**src/design/rod_cfg.svh**
```systemverilog
// register offsets, field positions and persistence counts for the overhead drop bank
// assumes a 32-bit register port decoded on a 12-bit byte address
`ifndef ROD_CFG_SVH
`define ROD_CFG_SVH
`define ROD_OFS_DCC_MID 12'h374
`define ROD_OFS_DCC_UP 12'h378
`define ROD_OFS_SGO 12'h37C
`define ROD_OFS_GF6 12'h380
`define ROD_OFS_GF12 12'h384
`define ROD_OFS_J1 12'h388
`define ROD_OFS_C2 12'h38C
`define ROD_OFS_PSU 12'h390
`define ROD_OFS_PGR 12'h394
`define ROD_RESET_VAL 32'h0000_0000
`define ROD_GF6_FRAMES 4'h6
`define ROD_GF12_FRAMES 4'hC
`define ROD_GF6_LO 1
`define ROD_GF6_HI 2
`define ROD_GF12_LO 0
`define ROD_GF12_HI 1
`define ROD_C2_FRAMES_3 4'h3
`define ROD_C2_FRAMES_5 4'h5
`endif

```
**src/design/rod_pkg.sv**
```systemverilog
// types for the receive overhead drop bank
// assumes rod_cfg.svh is compiled alongside
package rod_pkg;
  typedef struct packed {
    logic [7:0] d7; logic [7:0] d8; logic [7:0] d9;
    logic [7:0] d10; logic [7:0] d11; logic [7:0] d12;
    logic [7:0] s1; logic [7:0] z2; logic [7:0] e2;
    logic [7:0] j1; logic [7:0] c2;
    logic [7:0] g1; logic [7:0] f2; logic [7:0] h4;
    logic [7:0] z3; logic [7:0] z4; logic [7:0] z5;
  } rod_oh_t;
endpackage : rod_pkg

```
**src/design/rod_bank.sv**
```systemverilog
// receive overhead drop registers for one port
// assumes oh_valid pulses once per frame, in clk domain, when all oh bytes are final
`include "rod_cfg.svh"
module rod_bank
  import rod_pkg::*;
(
  input wire logic clk,
  input wire logic rst_n,
  input wire logic oh_valid,
  input wire rod_oh_t oh_bytes,
  input wire logic c2_five,
  input wire logic [11:0] rd_addr,
  output logic [31:0] rd_data
);

  rod_oh_t cap_r;
  logic [7:0] gf6_r, gf12_r, c2_r;
  logic [7:0] gf6_cand_r, gf12_cand_r, c2_cand_r;
  logic [3:0] gf6_cnt_r, gf12_cnt_r, c2_cnt_r;
  logic [31:0] rd_nxt;

  function automatic logic [31:0] pack3(input logic [7:0] lo, input logic [7:0] mid,
                                        input logic [7:0] hi);
    pack3 = {8'h00, hi, mid, lo};
  endfunction : pack3

  // persistence step: count a run of equal candidates, restart on a change
  function automatic logic [3:0] run_cnt(input logic same, input logic [3:0] cnt,
                                         input logic [3:0] lim);
    if (!same)
      run_cnt = 4'h1;
    else if (cnt < lim)
      run_cnt = cnt + 4'h1;
    else
      run_cnt = cnt;
  endfunction : run_cnt

  // compared field bits; bit numbering 1..8 from msb maps 6-7 to [2:1], 7-8 to [1:0]
  wire logic [1:0] z2_f6 = oh_bytes.z2[2:1];
  wire logic [1:0] z2_f12 = oh_bytes.z2[1:0];
  wire logic gf6_same = (z2_f6 == gf6_cand_r[2:1]);
  wire logic gf12_same = (z2_f12 == gf12_cand_r[1:0]);
  wire logic c2_same = (oh_bytes.c2 == c2_cand_r);
  wire logic [3:0] c2_lim = c2_five ? `ROD_C2_FRAMES_5 : `ROD_C2_FRAMES_3;
  wire logic [3:0] gf6_cnt_nxt = run_cnt(gf6_same, gf6_cnt_r, `ROD_GF6_FRAMES);
  wire logic [3:0] gf12_cnt_nxt = run_cnt(gf12_same, gf12_cnt_r, `ROD_GF12_FRAMES);
  wire logic [3:0] c2_cnt_nxt = run_cnt(c2_same, c2_cnt_r, c2_lim);
  // once a run reaches the limit the register follows; counts restart on change
  wire logic gf6_upd = oh_valid && gf6_cnt_nxt == `ROD_GF6_FRAMES
                       && oh_bytes.z2 != gf6_r;
  wire logic gf12_upd = oh_valid && gf12_cnt_nxt == `ROD_GF12_FRAMES
                        && oh_bytes.z2 != gf12_r;
  wire logic c2_upd = oh_valid && c2_cnt_nxt == c2_lim && oh_bytes.c2 != c2_r;

  always_ff @(posedge clk or negedge rst_n)
  begin
    if (!rst_n)
      cap_r <= '0;
    else if (oh_valid)
      cap_r <= oh_bytes;
  end

  always_ff @(posedge clk or negedge rst_n)
  begin
    if (!rst_n)
    begin
      gf6_cand_r <= 8'h00;
      gf6_cnt_r <= 4'h0;
      gf6_r <= 8'h00;
    end
    else if (oh_valid)
    begin
      gf6_cand_r <= oh_bytes.z2;
      gf6_cnt_r <= gf6_upd ? 4'h0 : gf6_cnt_nxt;
      if (gf6_upd)
        gf6_r <= oh_bytes.z2;
    end
  end

  always_ff @(posedge clk or negedge rst_n)
  begin
    if (!rst_n)
    begin
      gf12_cand_r <= 8'h00;
      gf12_cnt_r <= 4'h0;
      gf12_r <= 8'h00;
    end
    else if (oh_valid)
    begin
      gf12_cand_r <= oh_bytes.z2;
      gf12_cnt_r <= gf12_upd ? 4'h0 : gf12_cnt_nxt;
      if (gf12_upd)
        gf12_r <= oh_bytes.z2;
    end
  end

  always_ff @(posedge clk or negedge rst_n)
  begin
    if (!rst_n)
    begin
      c2_cand_r <= 8'h00;
      c2_cnt_r <= 4'h0;
      c2_r <= 8'h00;
    end
    else if (oh_valid)
    begin
      c2_cand_r <= oh_bytes.c2;
      c2_cnt_r <= c2_upd ? 4'h0 : c2_cnt_nxt;
      if (c2_upd)
        c2_r <= oh_bytes.c2;
    end
  end

  // read mux is pure decode; nothing changes state on a read
  always_comb
  begin
    unique case (rd_addr)
      `ROD_OFS_DCC_MID: rd_nxt = pack3(cap_r.d7, cap_r.d8, cap_r.d9);
      `ROD_OFS_DCC_UP: rd_nxt = pack3(cap_r.d10, cap_r.d11, cap_r.d12);
      `ROD_OFS_SGO: rd_nxt = pack3(cap_r.s1, cap_r.z2, cap_r.e2);
      `ROD_OFS_GF6: rd_nxt = {24'h000000, gf6_r};
      `ROD_OFS_GF12: rd_nxt = {24'h000000, gf12_r};
      `ROD_OFS_J1: rd_nxt = {24'h000000, cap_r.j1};
      `ROD_OFS_C2: rd_nxt = {24'h000000, c2_r};
      `ROD_OFS_PSU: rd_nxt = pack3(cap_r.g1, cap_r.f2, cap_r.h4);
      `ROD_OFS_PGR: rd_nxt = pack3(cap_r.z3, cap_r.z4, cap_r.z5);
      default: rd_nxt = `ROD_RESET_VAL;
    endcase
  end

  // registered read keeps the output straight from a flop, one cycle latency
  always_ff @(posedge clk or negedge rst_n)
  begin
    if (!rst_n)
      rd_data <= `ROD_RESET_VAL;
    else
      rd_data <= rd_nxt;
  end
endmodule : rod_bank

```
**config.mk**
```make
export PLATFORM = sky130hd
export DESIGN_NAME = rod_bank
export DESIGN_NICKNAME = d
export VERILOG_FILES = /design/src/design/rod_pkg.sv /design/src/design/rod_bank.sv
export VERILOG_INCLUDE_DIRS = /design/src /design/src/design
export SDC_FILE = /design/constraint.sdc
export NUM_CORES = 1
export LEC_CHECK = 0
export ABC_AREA = 1
export ABC_CLOCK_PERIOD_IN_PS = 2100
export BUFFER_PORTS_ARGS = -buffer_cell sky130_fd_sc_hd__buf_2
export CORE_ASPECT_RATIO = 1.25
export CORE_UTILIZATION = 50
export CTS_CLUSTER_SIZE = 8
export DETAILED_ROUTE_END_ITERATION = 10
export PLACE_DENSITY = 0.71
export SLEW_MARGIN = 0
export SYNTH_ARGS = -nofsm -noshare
export SYNTH_HDL_FRONTEND = slang
export SYNTH_SLANG_ARGS = --single-unit
```
**constraint.sdc**
```tcl
create_clock -name clk -period 2.1 [get_ports clk]
set_clock_uncertainty 0.15 [all_clocks]
set_input_delay 0.21 -clock clk [delete_from_list [all_inputs] [get_ports clk]]
set_output_delay 0.21 -clock clk [all_outputs]
set_load 0.01 [all_outputs]
```
==> results_dict.tcl, run 1 <==
set metrics [dict create \
    outcome "complete, but fails checks" \
    violations "negative setup slack" \
    worstPathCellList "ha_1, nand2_1, nand2_1, nand2_2, nand2_4, nand2_2, nand2_1, inv_1, nand2_2, nand2_2, nor2_4, buf_12, nand2_4, nand2_1, nand2_1" \
    setup_tns_ps -15.76 \
    synth_most_common_cell "nand2_1" \
    ir_drop_mv 0.4775 \
    row_count 55 \
    syn-mean-instance-area_um2 8.359 \
    path_class "reg -> reg" \
    htreeDepth 4 \
    critPathTopFamily "simple AND/OR/NAND/NOR gates" \
    boundaryPins 184 \
    async_flop_share_pct 100.0 \
    grt-ovfl-total 0 \
    final_nets 1598 \
    max-cap-violations 0 \
    yosys_register_bits 196 \
    synth_top_flop_cell "dfrtp_1" \
    dr.pass1.iters 5 \
    core_um2 18170 \
    start_kind "flop" \
    grt_pass1_wl_mm 43.31 \
    crit_top_cell "nand2_1" \
    dpl.hpwl_mm 18.25 \
    drive_above_1_share_pct 20.98 \
    setup_slack_ps -15.76 \
    r2r_slack_ps -20 \
    rsz0062_at_grt "yes" \
    fin_crit_sh_pct 100.8 \
    multi_input_area_um2 3610 \
    slew_headroom_pct 51.20 \
    clock_sink_count 196 \
    hold_viol_final 0 \
    netlist_top_cells_count "309 x nand2_1, 196 x dfrtp_1, 165 x inv_1" \
    utilization_pct 70.41 \
    grt_pass1_vias 8811 \
    via_count 8816 \
    critPathSlowestCell "dfrtp_1" \
    path_clk_slew_ps 70 \
    seqCellArea_um2 4905 \
    start_util_pct 51.12 \
    synth_top_area_share_pct 52.82 \
    whs_path_depth 5 \
    synth_cell_types 42 \
    clock_path_buffers 2 \
    die_x_um 123.9 \
    critPathCaptureType "flop" \
    cts-root-buf "clkbuf_16" \
    p_per_area_nw_per_um2 679.7 \
    grt_usage_pct 30.07 \
    wl_per_cell_um 16.64 \
    route.final.wire_length_mm 28.01 \
    drt_iter0_drc 641 \
    cts_tree "done" \
    yosysTopAreaCell "dfrtp_1" \
    r2r-start "c2_cnt_r[1]$_DFFE_PN0P_" \
    synthTopCellsByArea "dfrtp_1 53%, nand2_1 12%, o21ai_0 7.5%" \
    cts_made_buffers 17 \
    power_w 0.008695 \
    fin_crit_ps 2116 \
    cp_max_fo 5 \
    yosysWarnings 0 \
    slowest_delay_ps 410 \
    r2r_cells 15 \
    report.final.slew_viol_count 0 \
    synth-edff-count 0 \
    tightest_slew_ps 732.0 \
    drcViolationCount 0 \
    viasPerCell 5.238 \
    setup_viol 1 \
    dieHeight_um 154.4 \
    r2r-end "c2_r[3]$_DFFE_PN0P_" \
    syn2layout_area_growth_pct 37.75 \
    min_from "c2_five" \
    hold_path_class "in -> reg" \
    dieArea_um2 19130 \
    synthCells 1111 \
    antenna_found_initial 1 \
    clock_latency_ps 430 \
    ant_nets 0 \
    p_leak_nw 6.575 \
    cp.arrival_ps 2290 \
    place.port_buffers 175 \
    cp_num_buf_inv 2 \
    required_ps 2270 \
    seq_area_frac_synth_pct 52.82 \
    gp_congestion 0.9544 \
    hold_end "c2_r[3]$_DFFE_PN0P_" \
    max_freq_mhz 472.6 \
    grt_max_degree 112 \
    n_fill_cell 1321 \
    syn-cell-area_um2 9286 \
]
[through the flow]
step | hold WS [ps] | area (um2) | setup WS [ps] | std cells
after floorplan | -235.6 | 9313 | 168.7 | 1118
after global placement | 25.74 | 10500 | 157.8 | 1491
after detailed placement | 27.50 | 10500 | 68.67 | 1491
after CTS | 101.0 | 12570 | 62.59 | 1671
after global routing | 129.3 | 12790 | -120.2 | 1683
final | 119.1 | 12790 | -15.76 | 1683
[how the worst max path moves through the flow]
stage	start	slack, ps	to	depth (start not counted)
final	c2_cnt_r[1]$_DFFE_PN0P_	-20	c2_r[3]$_DFFE_PN0P_	15
after global routing	c2_cnt_r[1]$_DFFE_PN0P_	-120	c2_r[3]$_DFFE_PN0P_	15
after CTS	c2_cnt_r[2]$_DFFE_PN0P_	60	c2_cnt_r[2]$_DFFE_PN0P_	11
after detailed placement	c2_cnt_r[2]$_DFFE_PN0P_	70	c2_r[2]$_DFFE_PN0P_	11
after global placement	c2_cnt_r[2]$_DFFE_PN0P_	160	c2_cnt_r[1]$_DFFE_PN0P_	11
after floorplan	c2_cnt_r[1]$_DFFE_PN0P_	170	c2_r[2]$_DFFE_PN0P_	15
[area by class of cell]
cell class,count,area share (%)
diodes,1,0.01956
clock buffers,20,3.414
clock inverters,12,1.203
inverters,173,5.076
multi-input cells,694,28.22
flip-flops and latches,196,38.34
well taps,228,2.230
repair buffers,359,21.50
[timing repair]
action | in CTS | in global routing
buffers inserted | 0 | 9
endpoints found under the setup margin | 0 | 32
hold buffers | 148 | 0
hold endpoints to repair | 333 | 0
resized for setup | 0 | 30
[registers in the layout, indices dropped and copies added (netlist names)]
| signal | count |
|---|---|
| gf12_r | 8 |
| gf12_cand_r | 8 |
| gf12_cnt_r | 4 |
| c2_r | 8 |
| cap_r | 120 |
| gf6_cnt_r | 4 |
| gf6_r | 8 |
| c2_cand_r | 8 |
| rd_data | 24 |
| c2_cnt_r | 4 |
[placed cells by master (no fill, tap or decap), types with 5 or more instances in the layout]
cell / netlist / final
a31oi_1: 16 / 16
buf_12: 0 / 8
buf_2: 10 / 173
buf_4: 8 / 26
clkbuf_16: 0 / 17
conb_1: 1 / 8
dfrtp_1: 196 / 196
dlygate4sd3_1: 0 / 148
ha_1: 5 / 5
inv_1: 165 / 163
inv_2: 7 / 9
nand2_1: 309 / 298
nand2_2: 14 / 23
nand2_4: 2 / 5
nand3_1: 43 / 37
nand3_2: 2 / 7
nand4_1: 10 / 10
nor2_1: 29 / 28
nor3_1: 9 / 8
o21ai_0: 140 / 140
o221ai_1: 5 / 5
o22ai_1: 43 / 43
xnor2_1: 17 / 17
xor2_1: 13 / 13
[power by group]
part	switching [W]	internal (W)	total, W
registers	0.000115	0.00404	0.00415
clock network	0.00145	0.00188	0.00333
logic	0.000679	0.000533	0.00121
total	0.00225	0.00645	0.00870
[worst min-delay path, delay by kind of cell]
| family | cells | cell delay (ps) |
|---|---|---|
| and+or+nand+nor | 4 | 330 |
| buffers and inverters | 1 | 130 |
[layer usage]
layer,vias up,wire length [um],share of wire [%],global-route usage [%]
met5,-,0,0,0
met4,0,1493,5.3,17.06
met3,101,1514,5.4,5.125
met2,335,14270,51,51.67
met1,4200,10720,38,34.96
li1,4180,-,-,-
[logic make-up after synthesis]
| kind of cell | after synthesis | share of synthesized area [%] |
|---|---|---|
| adder cells (fa/ha/maj) | 5 | 0.6737 |
| other | 1 | 0.04038 |
| flip-flops | 196 | 52.82 |
| AND/OR/NAND/NOR | 435 | 20.64 |
| AO/OA/AOI/OAI | 213 | 12.81 |
| XOR/XNOR | 31 | 3.005 |
| buffers and inverters | 230 | 10.01 |
Note: power is estimated with default switching activity, not from simulation.
==> run 2, diff against run 1 <==
--- a/config.mk
+++ b/config.mk
@@ -9,11 +9,13 @@
 export ABC_AREA = 1
 export ABC_CLOCK_PERIOD_IN_PS = 2100
 export BUFFER_PORTS_ARGS = -buffer_cell sky130_fd_sc_hd__buf_2
+export CELL_PAD_IN_SITES_DETAIL_PLACEMENT = 1
+export CELL_PAD_IN_SITES_GLOBAL_PLACEMENT = 1
 export CORE_ASPECT_RATIO = 1.25
-export CORE_UTILIZATION = 50
+export CORE_UTILIZATION = 41
 export CTS_CLUSTER_SIZE = 8
 export DETAILED_ROUTE_END_ITERATION = 10
-export PLACE_DENSITY = 0.71
+export PLACE_DENSITY = 0.78
 export SLEW_MARGIN = 0
 export SYNTH_ARGS = -nofsm -noshare
 export SYNTH_HDL_FRONTEND = slang
==> run 2 against run 1 <==
  * The flow now finishes without violations
  * Via count rose by 0.51%
  * Routed wire length rose by 18%
  * Non-clock buffer count fell by 15
  * Sequential cell count did not move
  * Clock-buffer cell count fell by 3
  * First-iteration DRC count fell by 0.16%
  * Critical path depth fell by 1
  * Combinational power barely moved
  * Utilization fell by 14 points
  * Register-to-register slack improved by 40 ps
  * Global-route usage fell by 0.54 points
  * Highest routed layer unchanged
==> results_dict.tcl, run 2 (same netlist as run 1, synthesis figures left out) <==
set metrics [dict create \
    worstPathCellList "ha_1, nand2_1, nand2_1, nand2_2, nand2_2, nand2_1, nand2_1, inv_1, nand2_2, nand2_2, nor2_4, nand2_4, nand2_1, nand2_1" \
    fin_crit_ps 2074 \
    mostFrequentLayoutCells "302 x nand2_1, 196 x dfrtp_1, 173 x buf_2" \
    row_count 61 \
    final_nets 1582 \
    hold_end "gf6_cnt_r[3]$_DFFE_PN0P_" \
    min_from "oh_bytes[74]" \
    r2r_cells 14 \
    required_ps 2280 \
    cts_tree "done" \
    r2r-end "c2_r[3]$_DFFE_PN0P_" \
    report.final.slew_viol_count 0 \
    clock_sink_count 196 \
    setup_tns_ps 0 \
    slowest_delay_ps 410 \
    max_freq_mhz 482.1 \
    setup_viol 0 \
    rsz0062_at_grt "yes" \
    top_regs "cap_r: 120 flops, rd_data: 24 flops" \
    dpl.hpwl_mm 20.12 \
    crit_top_cell "nand2_1" \
    ant_nets 0 \
    cp_max_fo 7 \
    dieHeight_um 170.3 \
    via_count 8861 \
    viasPerCell 5.143 \
    grt-ovfl-total 0 \
    p_per_area_nw_per_um2 698.0 \
    r2r-start "c2_cnt_r[1]$_DFFE_PN0P_" \
    n_fill_cell 2658 \
    slew_headroom_pct 55.07 \
    clock_path_buffers 2 \
    max-cap-violations 0 \
    wl_per_cell_um 19.14 \
    syn2layout_area_growth_pct 35.89 \
    ir_drop_mv 0.6046 \
    gp_congestion 0.8638 \
    dr.pass1.iters 8 \
    boundaryPins 184 \
    drive_above_1_share_pct 20.51 \
    place.port_buffers 175 \
    seqCellArea_um2 4905 \
    grt_pass1_wl_mm 51.43 \
    start_kind "flop" \
    p_leak_nw 6.503 \
    hold_path_class "in -> reg" \
    whs_path_depth 4 \
    grt_pass1_vias 9735 \
    place_worst_setup_slack_ps 12.57 \
    critPathSlowestCell "dfrtp_1" \
    route.final.wire_length_mm 32.98 \
    hold_viol_final 0 \
    grt_max_degree 153 \
    layout_commonest_cell "nand2_1" \
    grt_usage_pct 29.53 \
    cts-root-buf "clkbuf_16" \
    drt_iter0_drc 640 \
    setup_slack_ps 25.63 \
    top_register "cap_r" \
    die_x_um 136.6 \
    dieArea_um2 23260 \
    fin_crit_sh_pct 98.78 \
    utilization_pct 56.82 \
    core_um2 22210 \
    r2r_slack_ps 30 \
    cts_made_buffers 17 \
    antenna_found_initial 1 \
    outcome "completed" \
    multi_input_area_um2 3530 \
    htreeDepth 4 \
    start_util_pct 41.81 \
    path_clk_slew_ps 80 \
    cp.arrival_ps 2260 \
    tightest_slew_ps 674.0 \
    largest_reg_flops 120 \
    clock_latency_ps 450 \
    critPathCaptureType "flop" \
    path_class "reg -> reg" \
    drcViolationCount 0 \
]
-- run 2: changes by cell type in the layout (fill, tap and decap cells not counted), sizes merged --
cell,previous run,this run
nand2,327,326
inv,174,181
buf,210,207
clkinvlp,3,1
dlygate4sd3,148,136
bufinv,3,1
diode,1,2
clkbuf,21,18
-- run 2: routing by layer --
metal	share of wire, %	GRT usage, %	vias up
met2	53	52.57	231
met3	3.4	4.319	79
met1	39	34.00	4405
met5	0	0	-
met4	3.8	15.22	0
li1	-	-	4146
-- run 2: where the power goes --
part | leakage, nW | internal, W | switching [W] | total (W)
Clock | 0.296 | 0.00172 | 0.00171 | 0.00343
Sequential | 2.47 | 0.00404 | 0.000130 | 0.00417
Combinational | 3.73 | 0.000509 | 0.000702 | 0.00121
-- run 2: layout make-up --
| cell class | count | area share (%) |
|---|---|---|
| Antenna cell | 2 | 0.03966 |
| Clock buffer | 17 | 3.371 |
| Clock inverter | 15 | 1.438 |
| Inverter | 173 | 5.146 |
| Multi-Input combinational cell | 693 | 27.97 |
| Sequential cell | 196 | 38.87 |
| Tap cell | 283 | 2.806 |
| Timing Repair Buffer | 344 | 20.36 |
-- run 2: timing repair --
action,in CTS,in global routing
buffers inserted,0,5
endpoints found under the hold margin,352,0
setup endpoints to repair,0,22
hold buffers,136,0
resized for setup,0,16
-- run 2: worst max path at each step --
stage / slack [ps] / end / startpoint
floorplan: 170 / c2_r[2]$_DFFE_PN0P_ / c2_cnt_r[1]$_DFFE_PN0P_
global placement: 80 / rd_data[4]$_DFF_PN0_ / rd_addr[1]
detailed placement: 10 / c2_r[7]$_DFFE_PN0P_ / c2_five
CTS: 2 / c2_r[7]$_DFFE_PN0P_ / c2_cnt_r[1]$_DFFE_PN0P_
global route: -110 / c2_r[6]$_DFFE_PN0P_ / c2_cnt_r[1]$_DFFE_PN0P_
finish: 30 / c2_r[3]$_DFFE_PN0P_ / c2_cnt_r[1]$_DFFE_PN0P_
-- run 2: worst max-delay path: cells and delay by family (launching register included) --
| family | cells | cell delay, ps |
|---|---|---|
| fa+ha+maj | 1 | 290 |
| buf+inv | 1 | 40 |
| simple gates | 12 | 1070 |
| flops | 1 | 410 |
-- run 2: metrics by stage --
step	hold slack, ps	total power, W	std cells	cell area (um2)
after floorplan	-235.6	0.004731	1118	9313
after global placement	15.90	0.005129	1547	10550
after global routing	25.01	0.009157	1722	12620
after detailed placement	16.23	0.005183	1547	10550
final	16.26	0.008809	1723	12620
after CTS	5.277	0.008757	1715	12520
